==> config.mk <==
export PLATFORM = sky130hd
export DESIGN_NAME = scia_arbiter
export DESIGN_NICKNAME = d
export VERILOG_FILES = /design/src/rtl/scia_pkg.sv /design/src/rtl/scia_arbiter.sv
export SDC_FILE = /design/constraint.sdc
export NUM_CORES = 1
export LEC_CHECK = 0
export ABC_CLOCK_PERIOD_IN_PS = 2200
export BUFFER_PORTS_ARGS = -buffer_cell sky130_fd_sc_hd__buf_2
export CORE_MARGIN = 4
export CORE_UTILIZATION = 35
export DETAILED_ROUTE_END_ITERATION = 8
export SETUP_SLACK_MARGIN = 0.4
export SLEW_MARGIN = 25
export SYNTH_ARGS = -nofsm -noshare
export SYNTH_HDL_FRONTEND = slang
export SYNTH_SLANG_ARGS = --single-unit
==> constraint.sdc <==
create_clock -name clk_i -period 2.2 [get_ports clk_i]
set_input_delay 0.33 -clock clk_i [delete_from_list [all_inputs] [get_ports clk_i]]
set_output_delay 0.33 -clock clk_i [all_outputs]
set_load 0.05 [all_outputs]
==> src/rtl/scia_pkg.sv <==
package scia_pkg;
  // ************************************************************
  // sizes and field positions
  // ************************************************************
  localparam int SRC_N = 4; // index 0 has the highest priority
  localparam int IRQ_MODE_LO = 3; // interrupt mode field, bits 4:3
  localparam int DMA_MODE_LO = 0; // dma mode field, bits 1:0
  localparam int EOS_LO = 3; // end-of-service code, bits 5:3
  localparam logic [2:0] EOS_CODE = 3'h7;
  localparam logic [1:0] IRQ_MODE_FREE = 2'h3;
  localparam logic [1:0] DMA_NONE = 2'h0;
  localparam logic [1:0] DMA_CHAN_A = 2'h1;
  localparam logic [1:0] DMA_HOLD_CHAIN = 2'h2;
  localparam logic [1:0] DMA_DIRECT_ACK = 2'h3;
  localparam logic [3:0] CHAN_A_MASK = 4'h3; // rx a, tx a
  localparam logic [3:0] CHAN_B_MASK = 4'hc; // rx b, tx b

  // ************************************************************
  // reset values
  // ************************************************************
  localparam logic [3:0] SRC_RST = 4'h0;
  localparam logic [3:0] REQ_N_RST = 4'hf;

  // ************************************************************
  // types
  // ************************************************************
  typedef enum logic [1:0] {ACK_IDLE, ACK_FIRST, ACK_BETWEEN} scia_ack_e;

  // host strobes that always travel together
  typedef struct packed {
    logic rd_n;
    logic wr_n;
    logic cs_n;
  } scia_strobe_s;

  // ************************************************************
  // priority helpers
  // ************************************************************
  // one-hot of the highest-priority set bit
  function automatic logic [3:0] scia_top1(input logic [3:0] v);
    logic [3:0] r;
    r = 4'h0;
    for (int i = SRC_N - 1; i >= 0; i--) begin
      if (v[i]) begin
        r = 4'(5'h1 << i);
      end
    end
    return r;
  endfunction : scia_top1

  // bits strictly above the highest set bit; all when none set
  function automatic logic [3:0] scia_above(input logic [3:0] v);
    logic [3:0] r;
    r = 4'hf;
    for (int i = SRC_N - 1; i >= 0; i--) begin
      if (v[i]) begin
        r = 4'((5'h1 << i) - 5'h1);
      end
    end
    return r;
  endfunction : scia_above
endpackage : scia_pkg

==> src/rtl/scia_arbiter.sv <==
// Behaviour
// - chain priority high holds interrupt output inactive
// - resolve between ack falls, latch at second
// - in-service blocks and clears lower levels
// - end-of-service command clears highest in-service only
// - higher request still enabled over in-service one
// - chain out released only when all cleared
// - mode 11 interrupt output ignores chain priority input
// - nonvectored: latch at read fall of vector status
// - vector status selected blocks until read done
// - mode 11 is direct-ack dual dma
// - direct mode accepts outside read/write, unprioritised
// - mode 01 channel a only, 10 hold-chain
// - hold-chain acceptance windows and request pins
// - hold-ack trailing edge latches pending requests
// - read/write trailing edge clears serviced request
// - force selects while request out, hold low
// - internal ack state gates interrupt acceptance
// - enabled interrupt drives output low, chain high
`timescale 1ns/1ns
`default_nettype none
module scia_arbiter
  import scia_pkg::*;
(
  input wire logic clk_i,
  input wire logic reset_n_i,
  input wire logic [3:0] irq_pend_i,
  input wire logic [3:0] dma_req_i,
  input wire logic chain_priority_in_n_i,
  input wire logic ack_strobe_n_i,
  input wire scia_strobe_s strobe_i,
  input wire logic vec_stat_sel_i,
  input wire logic vectored_i,
  input wire logic cr0_wr_i,
  input wire logic [7:0] command_register_zero_i,
  input wire logic [7:0] channel_a_mode_register_i,
  input wire logic hold_ack_in_n_i,
  output logic irq_n_o,
  output logic irq_oe_n_o,
  output logic chain_priority_out_n_o,
  output logic [3:0] in_service_o,
  output logic [3:0] dma_request_line_n_o,
  output logic [3:0] dma_req_oe_n_o,
  output logic [3:0] dma_in_service_o,
  output logic force_cs_n_o,
  output logic force_cd_o,
  output logic force_chan_b_o
);

  // ************************************************************
  // edge detection
  // ************************************************************
  logic ack_prev_reg;
  logic rd_prev_reg;
  logic wr_prev_reg;
  logic hold_prev_reg;
  always_ff @(posedge clk_i) begin
    if (!reset_n_i) begin
      ack_prev_reg <= 1'b1;
      rd_prev_reg <= 1'b1;
      wr_prev_reg <= 1'b1;
      hold_prev_reg <= 1'b1;
    end else begin
      ack_prev_reg <= ack_strobe_n_i;
      rd_prev_reg <= strobe_i.rd_n;
      wr_prev_reg <= strobe_i.wr_n;
      hold_prev_reg <= hold_ack_in_n_i;
    end
  end

  logic ack_fall;
  logic ack_rise;
  logic rd_fall;
  logic rw_rise;
  logic rw_idle;
  logic hold_rise;
  assign ack_fall = ack_prev_reg && !ack_strobe_n_i;
  assign ack_rise = !ack_prev_reg && ack_strobe_n_i;
  assign rd_fall = rd_prev_reg && !strobe_i.rd_n;
  assign rw_rise = (!rd_prev_reg && strobe_i.rd_n) ||
                   (!wr_prev_reg && strobe_i.wr_n);
  assign rw_idle = strobe_i.rd_n && strobe_i.wr_n;
  assign hold_rise = !hold_prev_reg && hold_ack_in_n_i;

  logic [1:0] irq_mode;
  logic [1:0] dma_mode;
  logic eos_cmd;
  assign irq_mode = channel_a_mode_register_i[IRQ_MODE_LO +: 2];
  assign dma_mode = channel_a_mode_register_i[DMA_MODE_LO +: 2];
  assign eos_cmd = cr0_wr_i &&
    (command_register_zero_i[EOS_LO +: 3] == EOS_CODE);

  // ************************************************************
  // acknowledge sequence
  // ************************************************************
  scia_ack_e ack_state_reg;
  logic int_ack_reg;
  // the internal ack state spans the gap between the two strobes
  always_ff @(posedge clk_i) begin
    if (!reset_n_i) begin
      ack_state_reg <= ACK_IDLE;
      int_ack_reg <= 1'b0;
    end else begin
      case (ack_state_reg)
        ACK_IDLE: begin
          if (ack_fall) begin
            ack_state_reg <= ACK_FIRST;
          end
        end
        ACK_FIRST: begin
          if (ack_rise) begin
            ack_state_reg <= ACK_BETWEEN;
            int_ack_reg <= 1'b1;
          end
        end
        ACK_BETWEEN: begin
          if (ack_fall) begin
            ack_state_reg <= ACK_IDLE;
            int_ack_reg <= 1'b0;
          end
        end
        default: begin
          ack_state_reg <= ACK_IDLE;
          int_ack_reg <= 1'b0;
        end
      endcase
    end
  end

  logic ack_latch;
  assign ack_latch = (ack_state_reg == ACK_BETWEEN) && ack_fall;

  // ************************************************************
  // nonvectored read lock
  // ************************************************************
  logic nv_block_reg;
  logic nv_latch;
  assign nv_latch = !vectored_i && vec_stat_sel_i && rd_fall;
  // selecting vector status freezes arbitration until read ends
  always_ff @(posedge clk_i) begin
    if (!reset_n_i) begin
      nv_block_reg <= 1'b0;
    end else if (!vectored_i && vec_stat_sel_i) begin
      nv_block_reg <= 1'b1;
    end else if (nv_block_reg && !rd_prev_reg && strobe_i.rd_n) begin
      nv_block_reg <= 1'b0;
    end
  end

  // ************************************************************
  // interrupt enable and in-service latches
  // ************************************************************
  logic [3:0] enabled_reg;
  logic [3:0] isr_reg;
  logic [3:0] enabled_next;
  logic [3:0] isr_next;
  logic hold_arb;
  // hold the winner while ack or the read lock is in progress
  assign hold_arb = int_ack_reg || nv_block_reg ||
                    (vec_stat_sel_i && !vectored_i);
  always_comb begin
    enabled_next = enabled_reg;
    if (!hold_arb) begin
      // only levels above the in-service one may win
      enabled_next = scia_top1(irq_pend_i & scia_above(isr_reg));
    end
  end

  always_comb begin
    isr_next = isr_reg;
    if (eos_cmd) begin
      isr_next = isr_reg & ~scia_top1(isr_reg);
    end
    // a new latch wins over a same-cycle end of service
    if ((ack_latch || nv_latch) && (|enabled_reg)) begin
      isr_next = enabled_reg;
    end
  end

  always_ff @(posedge clk_i) begin
    if (!reset_n_i) begin
      enabled_reg <= SRC_RST;
      isr_reg <= SRC_RST;
    end else begin
      enabled_reg <= enabled_next;
      isr_reg <= isr_next;
    end
  end

  // ************************************************************
  // interrupt pin and chain output
  // ************************************************************
  logic irq_active;
  always_comb begin
    if (irq_mode == IRQ_MODE_FREE) begin
      irq_active = |irq_pend_i;
    end else begin
      irq_active = (|enabled_next) && !chain_priority_in_n_i;
    end
  end

  // pin only sinks; a released pin relies on the pull-up
  always_ff @(posedge clk_i) begin
    if (!reset_n_i) begin
      irq_n_o <= 1'b1;
      irq_oe_n_o <= 1'b1;
      chain_priority_out_n_o <= 1'b0;
      in_service_o <= SRC_RST;
    end else begin
      irq_n_o <= !irq_active;
      irq_oe_n_o <= !irq_active;
      chain_priority_out_n_o <= chain_priority_in_n_i ||
        (|irq_pend_i) || (|isr_next) || (|enabled_next);
      in_service_o <= isr_next;
    end
  end

  // ************************************************************
  // dma request acceptance and service
  // ************************************************************
  logic [3:0] dma_mask;
  logic [3:0] dma_acc_reg;
  logic [3:0] dma_isr_reg;
  logic [3:0] dma_acc_next;
  logic [3:0] dma_isr_next;
  logic [3:0] dma_serv;
  logic hold_chain;
  always_comb begin
    case (dma_mode)
      DMA_CHAN_A: dma_mask = CHAN_A_MASK;
      DMA_HOLD_CHAIN: dma_mask = CHAN_A_MASK | CHAN_B_MASK;
      DMA_DIRECT_ACK: dma_mask = CHAN_A_MASK | CHAN_B_MASK;
      default: dma_mask = 4'h0;
    endcase
  end
  assign hold_chain = (dma_mode == DMA_CHAN_A) ||
                      (dma_mode == DMA_HOLD_CHAIN);
  // latched requests first, else the best accepted one
  assign dma_serv = (|dma_isr_reg) ? scia_top1(dma_isr_reg) :
                    scia_top1(dma_acc_reg);

  always_comb begin
    dma_acc_next = dma_acc_reg & dma_mask;
    dma_isr_next = dma_isr_reg & dma_mask;
    if (dma_mode == DMA_DIRECT_ACK) begin
      dma_isr_next = 4'h0;
      if (rw_idle) begin
        dma_acc_next = dma_req_i & dma_mask;
      end
    end else if (hold_chain) begin
      if ((hold_ack_in_n_i && rw_idle) ||
          (!hold_ack_in_n_i && rw_rise)) begin
        dma_acc_next = dma_req_i & dma_mask;
      end
      if (!hold_ack_in_n_i && rw_rise) begin
        dma_acc_next = dma_acc_next & ~dma_serv;
        dma_isr_next = dma_isr_reg & ~dma_serv;
      end
      if (hold_rise) begin
        dma_isr_next = dma_isr_next | dma_acc_reg;
      end
    end
  end

  always_ff @(posedge clk_i) begin
    if (!reset_n_i) begin
      dma_acc_reg <= SRC_RST;
      dma_isr_reg <= SRC_RST;
    end else begin
      dma_acc_reg <= dma_acc_next;
      dma_isr_reg <= dma_isr_next;
    end
  end

  // request pins and internal select forcing
  always_ff @(posedge clk_i) begin
    if (!reset_n_i) begin
      dma_request_line_n_o <= REQ_N_RST;
      dma_req_oe_n_o <= REQ_N_RST;
      dma_in_service_o <= SRC_RST;
      force_cs_n_o <= 1'b1;
      force_cd_o <= 1'b1;
      force_chan_b_o <= 1'b0;
    end else begin
      dma_request_line_n_o <= ~dma_acc_next;
      dma_req_oe_n_o <= ~dma_acc_next;
      dma_in_service_o <= dma_isr_next;
      force_cs_n_o <= !(hold_chain && (|dma_acc_next) &&
                        !hold_ack_in_n_i);
      force_cd_o <= !(hold_chain && (|dma_acc_next) &&
                      !hold_ack_in_n_i);
      force_chan_b_o <= |(dma_serv & CHAN_B_MASK);
    end
  end

  // ************************************************************
  // checks
  // ************************************************************
  pri_block_a: assert property (@(posedge clk_i) disable iff (!reset_n_i)
    chain_priority_in_n_i && (irq_mode != IRQ_MODE_FREE) |=> irq_n_o)
    else $error("interrupt asserted while chain priority high");

  ack_latch_a: assert property (@(posedge clk_i) disable iff (!reset_n_i)
    ack_latch && (|enabled_reg) |=> in_service_o == $past(enabled_reg))
    else $error("in-service not latched at second ack fall");

  isr_single_a: assert property (@(posedge clk_i) disable iff (!reset_n_i)
    $onehot0(in_service_o))
    else $error("lower in-service latch left set");

  eos_clear_a: assert property (@(posedge clk_i) disable iff (!reset_n_i)
    eos_cmd && !ack_latch && !nv_latch |=> in_service_o == 4'h0)
    else $error("end of service did not clear latch");

  free_mode_a: assert property (@(posedge clk_i) disable iff (!reset_n_i)
    (irq_mode == IRQ_MODE_FREE) && (|irq_pend_i) |=> !irq_n_o && !irq_oe_n_o)
    else $error("free mode interrupt not driven");

  chain_rel_a: assert property (@(posedge clk_i) disable iff (!reset_n_i)
    !chain_priority_out_n_o && $past(reset_n_i) |->
    $past(irq_pend_i) == 4'h0 &&
    in_service_o == 4'h0)
    else $error("chain released with work outstanding");

  nv_hold_a: assert property (@(posedge clk_i) disable iff (!reset_n_i)
    nv_block_reg && $past(nv_block_reg) |-> $stable(enabled_reg))
    else $error("arbitration moved during read lock");

  direct_acc_a: assert property (@(posedge clk_i) disable iff (!reset_n_i)
    (dma_mode == DMA_DIRECT_ACK) && rw_idle |=>
    dma_request_line_n_o == ~$past(dma_req_i))
    else $error("direct mode request not accepted");

  force_sel_a: assert property (@(posedge clk_i) disable iff (!reset_n_i)
    hold_chain && !hold_ack_in_n_i && (dma_acc_next != 4'h0) |=>
    !force_cs_n_o && !force_cd_o)
    else $error("selects not forced during dma cycle");

  dma_clear_a: assert property (@(posedge clk_i) disable iff (!reset_n_i)
    hold_chain && !hold_ack_in_n_i && rw_rise |=>
    (dma_in_service_o & $past(dma_serv)) == 4'h0)
    else $error("serviced dma request not cleared");
endmodule : scia_arbiter
`default_nettype wire

==> metrics.txt <==
Clock Sinks=32; top_reg_cell synth=dfxtp_1; Yosys Warn Count=0; Root Driver=clkbuf_8; core area=0.004474 mm^2; fin. max-slew vios=0; Post-Route WL=4062 um; Slew @ Worst Pin=366.7 ps; CTS tree=built; most numerous cell in the Yosys netlist=dfxtp_1; Clk Latency, worst-skew pair=290 ps; min Tclk post-route=1726 ps; Met2 Wirelength=1964 um; Vias/cell=5.217; Critical Path AT=1900 ps; Slowest-stage cell, CP=o32a_1; Std-Cell Rows=24; synthesized net count=231; Die Wd=76.90 um; Critical Path RT=2370 ps; max_slew headroom=75.32%; DIE AREA=0.005914 mm^2; Lkg Pwr=0.8516 nW; class of the worst hold path=input port to register; grt ovf=0; Critical Path Source Type=register; initial antenna violation count=0; port bufs=46; crit share post-route=78.45%; critical path fanouts, max=6; FF+latch count, synth=32; # H-tree levels=2; hpwl dp=3023 um; Reg clk slew, reported paths=60 ps; CP Cell Sequence=nand2b_1 -> a32oi_4 -> nor2_2 -> mux2i_1 -> o32a_1 -> a211o_1; overall routing resource usage=14.20%; Max Cap Viol=0; Synth Cell Area=0.001662 mm^2; final worst slack=474.1 ps; endpoints failing setup=0; Num CTS Buffers=5; Post-synth top cells=dfxtp_1 (32), nor2_1 (20), nand2_1 (16); vias=1513; EDFF count, synth=0; Routed wire per std cell=14.01 um; top cells by area, synth=dfxtp_1 (39%), mux2i_1 (4.8%), nor2_1 (4.5%); R2R setup slack=470 ps; Max Root-Sink Buffers=2; first-pass GRT wire length=6803 um; area share of the largest cell type after synthesis=38.55%; Initial Util=37.14%; fmax=0.5794 GHz; library cells used by synthesis=51; highest signal layer in the routed design=met4; largest net degree at the start of global routing=16; Final #Nets=276; Sum Neg Setup Slack=0 ps; number of global-route vias before repair=1487; IO Pins=57; M1 wire length=1794 um; Hold Fails Final Rpt=0; antenna-violating nets left=0; pre-CTS setup slack=175.3 ps; Final Skew=5.375 ps; Met3 Routed Length=256 um; kind of critical path=register to register; Avg Cell Area, Syn=8.609 um^2; pwr dens=622.5 mW/mm^2; register area share after synthesis=38.55%; run status=finished, final reports clean; crit-path max cell delay=380 ps; cts hold-fix bufs=0; Die H=76.90 um; Fillers=453; DRT Pass-1 Iters=4; DR iter-0 viols=104; drc violations=0; ANT cells=0; VDD IR-drop max=326.9 uV; Placer Congestion=0.8189; RSZ-0062 raised after global routing=true; layout cell share with drive strength beyond 1=30.25%; Cells after Synth=193; largest area contributor in the netlist=dfxtp_1; Worst Path Buf+Inv=0; Area Overhead vs Synth=22.67%; asr flop ratio synth=0%; Worst setup EP type=register; family with the most delay on the worst path=compound AO/OA/AOI/OAI gates
[cell families (layout without fill, tap and decap cells)]
| group | after synthesis | count (layout) | share of synthesized area (%) |
|---|---|---|---|
| AND/OR/NAND/NOR | 79 | 79 | 26.05 |
| flip-flops | 32 | 32 | 38.55 |
| multiplexers | 9 | 9 | 5.497 |
| AO/OA/AOI/OAI | 42 | 42 | 19.20 |
| buffers and inverters | 26 | 71 | 7.229 |
| adder cells (fa/ha/maj) | 5 | 5 | 3.464 |
[per-stage QoR]
step	cell area [um^2]	instances	power [mW]	hold slack [ps]	utilization (%)
3_5_place_dp	1902	281	0.8447	471.9	42.51
3_3_place_gp	1902	281	0.8433	457.7	42.51
6_report	2038	290	1.269	281.3	45.55
2_1_floorplan	1663	193	0.7828	403.0	-
4_1_cts	1979	288	1.272	270.9	44.24
5_1_grt	2038	290	1.335	294.1	45.55
[cell usage in the layout (no fill, tap or decap), types with 2 or more instances in the layout]
cell       n
and2_1     5
a31oi_1    5
inv_2      2
o21a_1     3
a21oi_1    8
nor2b_1    4
maj3_1     2
o221ai_1   2
nor4b_1    5
nand2b_1   4
ha_1       2
mux2i_1    8
dfxtp_1   30
nor2_1    20
buf_2     46
nand4b_1   2
dfxtp_2    2
buf_4      3
clkbuf_8   5
or3_1      3
nand2_1   16
nor4_1     3
o211ai_1   3
o21bai_1   2
inv_1     13
nor3_1     5
o21ai_1    2
[area by class of cell]
class,count,area [um^2],share of cell area (%)
Sequential cell,32,643.1,31.55
Clock inverter,1,5.005,0.2455
Multi-Input combinational cell,135,943.4,46.29
Tap cell,52,65.06,3.192
Timing Repair Buffer,49,252.7,12.40
Inverter,15,56.30,2.762
Clock buffer,6,72.57,3.560
[path summary, 6_finish.rpt]
kind,startpoint,end,depth (start not counted)
setup / recovery,rd_prev_reg$_SDFF_PN1_,force_cd_o$_SDFF_PN1_,6
hold / removal,ack_strobe_n_i,ack_prev_reg$_SDFF_PN1_,3
setup reg to reg,rd_prev_reg$_SDFF_PN1_,force_cd_o$_SDFF_PN1_,6
hold reg to reg,int_ack_reg$_SDFFE_PN0P_,int_ack_reg$_SDFFE_PN0P_,2
[power by group]
part           total, mW  switching (mW)  internal (mW)
Combinational      0.229           0.143         0.0851
Sequential         0.616          0.0147          0.601
Clock              0.424           0.210          0.215
Total               1.27           0.368          0.901
[metal layers]
layer | track usage [%] | vias up
met1 | 17.83 | 687
met2 | 22.21 | 41
met5 | 0 | -
met4 | 4.891 | 0
li1 | - | 779
met3 | 5.386 | 6
[worst reg2reg max path: stages (launching register included)]
cell and delay, ps:
dfxtp_2 340, nand2b_1 100, a32oi_4 330, nor2_2 80, mux2i_1 120, o32a_1 380
a211o_1 260
[timing repair]
action / in CTS / in global routing
setup endpoints to repair: 0 / 3
resized for setup: 0 / 10
setup buffers: 0 / 2
Note: power is estimated with default switching activity, not from simulation.
